==> src/shared/acrb_consts.svh <==
// Register offsets, reset values and code constants of the ADC configuration bank.
`ifndef ACRB_CONSTS_SVH
`define ACRB_CONSTS_SVH
`define ACRB_ADDR_INPUT_PAIR 4'h0
`define ACRB_ADDR_BIAS 4'h1
`define ACRB_ADDR_REFMON 4'h2
`define ACRB_ADDR_GAINRATE 4'h3
`define ACRB_ADDR_OFC_LO 4'h4
`define ACRB_ADDR_OFC_MID 4'h5
`define ACRB_ADDR_OFC_HI 4'h6
`define ACRB_ADDR_FSC_LO 4'h7
`define ACRB_ADDR_FSC_MID 4'h8
`define ACRB_ADDR_FSC_HI 4'h9
`define ACRB_ADDR_REVMAG 4'hA
`define ACRB_ADDR_ROUTE 4'hB
`define ACRB_ADDR_PINFN 4'hC
`define ACRB_ADDR_PINDIR 4'hD
`define ACRB_ADDR_PINVAL 4'hE
`define ACRB_RST_INPUT_PAIR 8'h01
`define ACRB_RST_ZERO 8'h00
`define ACRB_RST_ROUTE 8'hFF
`define ACRB_UNMAPPED_READ 8'h00
`define ACRB_MON_NORMAL 3'h0
`define ACRB_MON_OFFSET 3'h1
`define ACRB_VREF_OFF 2'h0
`define ACRB_VREF_ON 2'h1
`define ACRB_GAIN_UNITY 3'h0
`define ACRB_RATE_TOP 4'h9
`define ACRB_BURN_OFF 2'h0
`define ACRB_MAG_OFF 3'h0
`define ACRB_REV_DEFAULT 4'h1
`endif

==> src/shared/acrb_pkg.sv <==
// Types of the ADC configuration register bank.
package acrb_pkg;
  typedef enum logic [1:0] {ACRB_REF_IDLE, ACRB_REF_ON} acrb_ref_e;
  typedef struct packed {
    logic [7:0] inputPair;
    logic [7:0] biasMask;
    logic [6:0] refMon;
    logic [6:0] gainRate;
    logic [23:0] offsetCoeff;
    logic [23:0] fullscaleCoeff;
    logic [3:0] revMag;
    logic [7:0] route;
    logic [7:0] pinFunction;
    logic [7:0] pinDirection;
    logic [7:0] pinValue;
    logic [7:0] readData;
    acrb_ref_e refState;
    logic refPower;
    logic [2:0] effGain;
    logic [3:0] effRate;
    logic burnoutOn;
    logic readyOnPin;
    logic currentOn;
  } acrb_state_s;
endpackage : acrb_pkg

==> src/core/acrb_bank.sv <==
// Configuration register bank of a multi-channel delta-sigma ADC.
`timescale 1ns/1ns
`include "acrb_consts.svh"
// Operation
// - Burnout level code 00 off, 01/10/11 give 0.5, 2, 10 uA.
// - Positive select code n routes input n; resets to input 0.
// - Negative select code n routes input n; resets to 001.
// - Monitor select or bias mask may override the chosen input pair.
// - Each bias mask bit biases the same-index input; all reset to zero.
// - Oscillator flag reads 0 for internal, 1 for external oscillator.
// - Reference control 00 keeps reference off (reset), 01 keeps it on.
// - Codes 10/11 power reference during conversion; shutdown or start low stops it.
// - Reference select picks pair 0, pair 1, onboard, or onboard onto pair 0.
// - Monitor codes map to normal, offset, gain, diode, refs, supplies.
// - Nonzero monitor code overrides input selects and bias mask.
// - Monitor codes 010 to 111 force unity gain; 000/001 use stored gain.
// - Returning to normal or offset restores the stored gain code.
// - Gain code sets gain of two to the code, 1 up to 128.
// - Rate codes 0000 to 1000 pick 5 to 1000 SPS; higher give 2000.
// - Offset coefficient spans addresses 04h low byte to 06h high byte.
// - Any gain code change reloads the full-scale coefficient with its trim.
// - Top four bits are read-only revision; bit 3 selects ready on data pin.
// - Excitation magnitude 000 off, else 50 to 1500 uA while the internal reference is powered.
module acrb_bank #(
  parameter int INPUTS = 8,
  parameter logic [3:0] REVISION = `ACRB_REV_DEFAULT, // Arbitrary value.
  parameter logic [191:0] FSC_TRIM = {8{24'h400000}}
) (
  input wire logic ref_clk,
  input wire logic resetn,
  input wire logic [3:0] regAddr,
  input wire logic [7:0] regWriteData,
  input wire logic regWrite,
  input wire logic regRead,
  output logic [7:0] regReadData,
  input wire logic externalOscillator,
  input wire logic conversionActive,
  input wire logic shutdownOpcode,
  input wire logic startPin,
  output logic [2:0] positiveInput,
  output logic [2:0] negativeInput,
  output logic [7:0] biasApplied,
  output logic [2:0] monitorSelect,
  output logic [1:0] referenceSelect,
  output logic internalReferenceOn,
  output logic [1:0] burnoutLevel,
  output logic burnoutOn,
  output logic [2:0] effectiveGain,
  output logic [3:0] effectiveRate,
  output logic [23:0] offsetCoefficient,
  output logic [23:0] fullscaleCoefficient,
  output logic readyOnOutputPin,
  output logic [2:0] excitationMagnitude,
  output logic excitationOn,
  output logic [7:0] sourceRoute,
  output logic [7:0] pinFunction,
  output logic [7:0] pinDirection,
  output logic [7:0] pinValue
);
  localparam logic [7:0] IMPL_MASK = (INPUTS >= 8) ? 8'hFF : 8'h0F;

  // ---------------------------------------------------------------
  // Helpers
  // ---------------------------------------------------------------
  function automatic logic [23:0] acrb_trim(input logic [2:0] gain);
    acrb_trim = FSC_TRIM[gain*24 +: 24];
  endfunction : acrb_trim

  function automatic logic acrb_forces_unity(input logic [2:0] mon);
    acrb_forces_unity = (mon != `ACRB_MON_NORMAL) && (mon != `ACRB_MON_OFFSET);
  endfunction : acrb_forces_unity

  acrb_pkg::acrb_state_s s;
  acrb_pkg::acrb_state_s next_s;

  // ---------------------------------------------------------------
  // Next state
  // ---------------------------------------------------------------
  always_comb begin
    logic [2:0] newGain;
    logic [2:0] mon;
    newGain = s.gainRate[6:4];
    mon = s.refMon[2:0];
    next_s = s;
    // Register writes.
    if (regWrite) begin
      case (regAddr)
        `ACRB_ADDR_INPUT_PAIR: next_s.inputPair = regWriteData;
        `ACRB_ADDR_BIAS: next_s.biasMask = regWriteData & IMPL_MASK;
        `ACRB_ADDR_REFMON: next_s.refMon = regWriteData[6:0];
        `ACRB_ADDR_GAINRATE: begin
          // Bit 7 is held at zero; the host is expected to write it as zero.
          next_s.gainRate = regWriteData[6:0];
          newGain = regWriteData[6:4];
        end
        `ACRB_ADDR_OFC_LO: next_s.offsetCoeff[7:0] = regWriteData;
        `ACRB_ADDR_OFC_MID: next_s.offsetCoeff[15:8] = regWriteData;
        `ACRB_ADDR_OFC_HI: next_s.offsetCoeff[23:16] = regWriteData;
        `ACRB_ADDR_FSC_LO: next_s.fullscaleCoeff[7:0] = regWriteData;
        `ACRB_ADDR_FSC_MID: next_s.fullscaleCoeff[15:8] = regWriteData;
        `ACRB_ADDR_FSC_HI: next_s.fullscaleCoeff[23:16] = regWriteData;
        `ACRB_ADDR_REVMAG: next_s.revMag = regWriteData[3:0];
        `ACRB_ADDR_ROUTE: next_s.route = regWriteData;
        `ACRB_ADDR_PINFN: next_s.pinFunction = regWriteData & IMPL_MASK;
        `ACRB_ADDR_PINDIR: next_s.pinDirection = regWriteData & IMPL_MASK;
        `ACRB_ADDR_PINVAL: next_s.pinValue = regWriteData & IMPL_MASK;
        default: ;
      endcase
    end
    // A new gain code brings its factory trim with it, overriding any write.
    if (newGain != s.gainRate[6:4]) begin
      next_s.fullscaleCoeff = acrb_trim(newGain);
    end
    // Read data stands only in the cycle after the strobe.
    next_s.readData = `ACRB_UNMAPPED_READ;
    if (regRead) begin
      case (regAddr)
        `ACRB_ADDR_INPUT_PAIR: next_s.readData = s.inputPair;
        `ACRB_ADDR_BIAS: next_s.readData = s.biasMask;
        `ACRB_ADDR_REFMON: next_s.readData = {externalOscillator, s.refMon};
        `ACRB_ADDR_GAINRATE: next_s.readData = {1'b0, s.gainRate};
        `ACRB_ADDR_OFC_LO: next_s.readData = s.offsetCoeff[7:0];
        `ACRB_ADDR_OFC_MID: next_s.readData = s.offsetCoeff[15:8];
        `ACRB_ADDR_OFC_HI: next_s.readData = s.offsetCoeff[23:16];
        `ACRB_ADDR_FSC_LO: next_s.readData = s.fullscaleCoeff[7:0];
        `ACRB_ADDR_FSC_MID: next_s.readData = s.fullscaleCoeff[15:8];
        `ACRB_ADDR_FSC_HI: next_s.readData = s.fullscaleCoeff[23:16];
        `ACRB_ADDR_REVMAG: next_s.readData = {REVISION, s.revMag};
        `ACRB_ADDR_ROUTE: next_s.readData = s.route;
        `ACRB_ADDR_PINFN: next_s.readData = s.pinFunction;
        `ACRB_ADDR_PINDIR: next_s.readData = s.pinDirection;
        `ACRB_ADDR_PINVAL: next_s.readData = s.pinValue;
        default: next_s.readData = `ACRB_UNMAPPED_READ;
      endcase
    end
    // Reference power follows the control code; the automatic mode tracks conversions.
    case (s.refMon[6:5])
      `ACRB_VREF_OFF: begin
        next_s.refPower = 1'b0;
        next_s.refState = acrb_pkg::ACRB_REF_IDLE;
      end
      `ACRB_VREF_ON: begin
        next_s.refPower = 1'b1;
        next_s.refState = acrb_pkg::ACRB_REF_ON;
      end
      default: begin
        case (s.refState)
          acrb_pkg::ACRB_REF_IDLE: begin
            if (conversionActive && startPin && !shutdownOpcode) begin
              next_s.refState = acrb_pkg::ACRB_REF_ON;
            end
          end
          acrb_pkg::ACRB_REF_ON: begin
            if (shutdownOpcode || !startPin) begin
              next_s.refState = acrb_pkg::ACRB_REF_IDLE;
            end
          end
          default: next_s.refState = acrb_pkg::ACRB_REF_IDLE;
        endcase
        next_s.refPower = (next_s.refState == acrb_pkg::ACRB_REF_ON);
      end
    endcase
    // Derived controls, registered so that every output comes from a flip-flop.
    next_s.effGain = acrb_forces_unity(mon) ? `ACRB_GAIN_UNITY : s.gainRate[6:4];
    next_s.effRate = (s.gainRate[3:0] > `ACRB_RATE_TOP) ? `ACRB_RATE_TOP : s.gainRate[3:0];
    next_s.burnoutOn = (s.inputPair[7:6] != `ACRB_BURN_OFF);
    next_s.readyOnPin = s.revMag[3];
    next_s.currentOn = (s.revMag[2:0] != `ACRB_MAG_OFF) && s.refPower;
    if (!resetn) begin
      next_s = '0;
      next_s.inputPair = `ACRB_RST_INPUT_PAIR;
      next_s.route = `ACRB_RST_ROUTE;
      next_s.fullscaleCoeff = acrb_trim(`ACRB_GAIN_UNITY);
      next_s.refState = acrb_pkg::ACRB_REF_IDLE;
    end
  end

  always_ff @(posedge ref_clk) begin
    s <= next_s;
  end

  // ---------------------------------------------------------------
  // Outputs
  // ---------------------------------------------------------------
  // The analog mux applies the monitor override; these pass the stored selection and code.
  assign regReadData = s.readData;
  assign positiveInput = s.inputPair[5:3];
  assign negativeInput = s.inputPair[2:0];
  assign monitorSelect = s.refMon[2:0];
  assign referenceSelect = s.refMon[4:3];
  assign internalReferenceOn = s.refPower;
  assign burnoutLevel = s.inputPair[7:6];
  assign burnoutOn = s.burnoutOn;
  assign effectiveGain = s.effGain;
  assign effectiveRate = s.effRate;
  assign offsetCoefficient = s.offsetCoeff;
  assign fullscaleCoefficient = s.fullscaleCoeff;
  assign readyOnOutputPin = s.readyOnPin;
  assign excitationMagnitude = s.revMag[2:0];
  assign excitationOn = s.currentOn;
  assign sourceRoute = s.route;
  assign pinFunction = s.pinFunction;
  assign pinDirection = s.pinDirection;
  assign pinValue = s.pinValue;

  // Bias is suppressed while a system monitor owns the converter input.
  logic [7:0] biasReg;
  generate
    for (genvar i = 0; i < 8; i++) begin : g_bias
      always_ff @(posedge ref_clk) begin
        if (!resetn) begin
          biasReg[i] <= 1'b0;
        end else begin
          biasReg[i] <= next_s.biasMask[i] && (next_s.refMon[2:0] == `ACRB_MON_NORMAL);
        end
      end
    end
  endgenerate
  assign biasApplied = biasReg;
endmodule : acrb_bank

==> config.mk <==
export PLATFORM = sky130hd
export DESIGN_NAME = acrb_bank
export DESIGN_NICKNAME = d
export VERILOG_FILES = /design/src/shared/acrb_pkg.sv /design/src/core/acrb_bank.sv
export VERILOG_INCLUDE_DIRS = /design/src /design/src/shared
export SDC_FILE = /design/constraint.sdc
export NUM_CORES = 1
export LEC_CHECK = 0
export ABC_AREA = 1
export CAP_MARGIN = 20
export CORE_MARGIN = 2
export CORE_UTILIZATION = 55
export DETAILED_ROUTE_END_ITERATION = 6
export DONT_BUFFER_PORTS = 1
export GPL_ROUTABILITY_DRIVEN = 0
export PLACE_DENSITY = 0.7
export SLEW_MARGIN = 20
export SYNTH_ARGS = -nofsm -noshare
export SYNTH_HDL_FRONTEND = slang
export SYNTH_SLANG_ARGS = --single-unit
==> constraint.sdc <==
create_clock -name ref_clk -period 3.5 [get_ports ref_clk]
set_clock_uncertainty 0.2 [all_clocks]
set_input_delay 0.35 -clock ref_clk [delete_from_list [all_inputs] [get_ports ref_clk]]
set_output_delay 0.35 -clock ref_clk [all_outputs]
set_load 0.005 [all_outputs]
==> metrics.md <==
| Metric | Value |
|---|---|
| Vias/cell | `5.87` |
| Most common cell on crit path | `nand2_1` |
| Synth area leaders | `dfxtp_1 42%, buf_4 12%, a21oi_1 7.3%` |
| Setup repair after global routing missed its margin | `no` |
| Fmax | `386 MHz` |
| Dpl ws | `1.30 ns` |
| Via Count | `5773` |
| Top-area cell type share of the netlist area | `between 40% and 50%` |
| TritonCTS Buffers | `17` |
| Clk buf depth | `2` |
| CP max stage delay | `0.77 ns` |
| Routed Antenna Nets | `0` |
| Seq/Total Area, Yosys | `41.9%` |
| Outcome | `complete, no violations` |
| First-pass GRT wire length | `30700 um` |
| Largest net degree at the start of global routing | `73` |
| Post-DR wirelength/cell | `20.9 um` |
| Max-slew violation count | `0` |
| DRC errors left | `0` |
| Core Rows | `40` |
| Worst min-delay path class | `in -> reg` |
| DRT iter0 DRCs | `924` |
| Initial Util | `between 50 and 60%` |
| # fillers | `1057` |
| Area Growth Syn to Fin | `1.79%` |
| Total negative setup slack | `0 ns` |
| Synth Instances | `916` |
| Setup CP Type | `in -> reg` |
| Die width | `116 um` |
| Global routing's busiest layer | `met2` |
| Routed Wire Length | `20600 um` |
| Die area | `13300 um^2` |
| CTS root buf | `clkbuf_16` |
| Final hold vios | `0` |
| Initial antenna violation count | `0` |
| Crit Path Max Fanout | `48` |
| Actual slew at the worst max-slew pin | `0.917 ns` |
| Yosys top cell by area | `dfxtp_1` |
| Post-synth cell types | `36` |
| Clock slew at reported path FFs | `about 0.060 ns` |
| Final period util | `74.0%` |
| # IOs | `about 140` |
| Nets | `823` |
| Drt first pass iters | `6` |
| Setup violations, final | `0` |
| CP Capture Type | `register` |
| Syn Nets | `936` |
| CTS sink cnt | `143` |
| Total track usage | `30.8%` |
| Layout cells sized above 1 | `7.23%` |
| Met2 global-route usage | `between 40 and 50%` |
| Met3 usage | `13.0%` |
| Port Buffer Count | `0` |
| Grt met1 use | `a little under two fifths` |
| Clk Latency, worst-skew pair | `0.42 ns` |
| P_leak | `2.69 nW` |
| Maximum VDD drop | `0.000352 V` |
| Crit path time final | `around 2.6 ns` |
| Post-DP HPWL | `14000 um` |
| PnR worst setup slack | `0.909 ns` |
| Core Footprint | `between 10000 and 15000 um^2` |
| Max_cap viols | `0` |
| Post-Synthesis Cell Area | `6840 um^2` |
| Slowest stage cell, crit path | `dlygate4sd3_1` |
| Synthesis Warnings | `0` |
| Postcts setup bufs | `0` |
| Type of origin of the critical path | `primary input` |
| Number of global-route vias before repair | `between 5000 and 6000` |
| Seq cells post-synth | `143` |
| Antenna diodes | `0` |
| Worst EP arrival | `2.73 ns` |
| CTS H-tree lvls | `4` |
| Synth Area per Inst | `7.47 um^2` |
| Pwr Total | `about 4 mW` |
| Die height | `~120 um` |
| WP data required | `3.64 ns` |
| Pwr dens | `587 nW/um^2` |
| Cells along the critical path | `dlygate4sd3_1 -> nand2_1 -> o21ai_1 -> nand2_1 -> nand2_2 -> nor2_4 -> nand3_1 -> a21oi_1` |
| Gr ovfl total | `0` |
| CTS tree | `yes` |
| Slew HR | `38.7%` |
synthesized netlist by cell type:
master and number:
nor2_1 33, buf_1 2, nor2_4 3, o21ai_1 1, nand3_2 2, nand2_2 5, o21ai_0 71, nor3b_1 1
inv_4 1, a211oi_1 1, nand3_1 76, clkinv_1 2, buf_6 3, clkbuf_1 24, buf_2 12, nor2_8 1
nor2_2 1, nand2_4 1, nand2_1 131, inv_2 2, o211ai_1 5, inv_1 117, o221ai_1 3, nand4_1 5
nand3b_1 1, a21oi_1 100, dfxtp_1 143, and3_1 1, conb_1 1, a31oi_1 6, o22ai_1 23, nor3_1 16
or2_0 1, buf_4 112, nor4_2 8, o32ai_1 1
worst max-delay path, delay by kind of cell:
| family | cells | cell delay [ns] |
|---|---|---|
| compound gates | 2 | 0.31 |
| buf+inv | 1 | 0.77 |
| simple gates | 5 | 1.27 |
final cells by class:
class	instances	area (um^2)	area share (%)
Sequential cell	143	2860	41.1
Multi-Input combinational cell	498	2480	35.7
Clock buffer	22	494	7.10
Inverter	122	460	6.61
Clock inverter	10	228	3.27
Timing Repair Buffer	21	223	3.20
Tap cell	168	210	3.02
where the power goes:
part	switching, mW	internal (mW)
Clock	0.687	1.50
Sequential	0.0272	1.66
Combinational	0.153	0.0586
sequential cells by signal, summed over array words and instances (netlist names):
signal / cells
referenceSelect: 2
negativeInput: 3
positiveInput: 3
s: 20
pinDirection: 8
biasApplied: 8
readyOnOutputPin: 1
excitationMagnitude: 3
monitorSelect: 3
offsetCoefficient: 24
fullscaleCoefficient: 24
effectiveRate: 4
burnoutLevel: 2
pinFunction: 8
regReadData: 8
internalReferenceOn: 1
sourceRoute: 8
burnoutOn: 1
excitationOn: 1
effectiveGain: 3
pinValue: 8
routing by layer:
layer | routed length (um) | share of wire (%)
met1 | 7830 | 38
met2 | 8810 | 43
met3 | 2740 | 13
met4 | 1170 | 5.7
met5 | 0 | 0
path summary, 6_finish.rpt:
| kind | slack, ns | start | cells past startpoint | to |
|---|---|---|---|---|
| setup / recovery | 0.91 | regWriteData[4] | 8 | fullscaleCoefficient[15]$_SDFFE_PN0P_ |
| setup reg to reg | 1.42 | s[109]$_SDFFE_PN0P_ | 7 | fullscaleCoefficient[15]$_SDFFE_PN0P_ |
| hold reg to reg | 0.23 | s[56]$_SDFFE_PN0P_ | 2 | readyOnOutputPin$_SDFF_PN0_ |
| hold / removal | 0.007 | conversionActive | 2 | s[11]$_SDFF_PN0_ |
repair_timing:
item                                    CTS  global route
endpoints found under the hold margin   102             0
endpoints found under the setup margin    0             0
hold buffers                             19             0
gates resized for setup                   0             0
logic make-up (layout without fill, tap and decap cells):
| logic type | Yosys count | in the layout | share of synthesized area (%) |
|---|---|---|---|
| compound gates | 211 | 211 | 16.4 |
| buf+inv | 275 | 175 | 21.8 |
| flops | 143 | 143 | 41.9 |
| other cells | 1 | 1 | 0.0548 |
| simple gates | 286 | 286 | 19.9 |
cells in the final DEF, fill, tap and decap left out, types with 6 or more instances in the layout:
| cell type | count |
|---|---|
| nand2_1 | 131 |
| o21ai_0 | 71 |
| a31oi_1 | 6 |
| clkbuf_16 | 17 |
| a21oi_1 | 100 |
| bufinv_16 | 7 |
| nor4_2 | 8 |
| nand3_1 | 76 |
| dlygate4sd3_1 | 18 |
| o22ai_1 | 23 |
| nor2_1 | 33 |
| dfxtp_1 | 143 |
| nor3_1 | 16 |
| inv_1 | 116 |
stage by stage:
step                util (%)  instance area, um^2  std cells  hold slack [ns]
floorplan                  -                 6840        916            0.207
global placement        50.0                 6030        933            0.220
detailed placement      50.0                 6030        933            0.224
CTS                     57.7                 6960        984          0.00346
global route            57.7                 6960        984          0.00810
finish                  57.7                 6960        984          0.00664
Note: power is estimated with default switching activity, not from simulation.
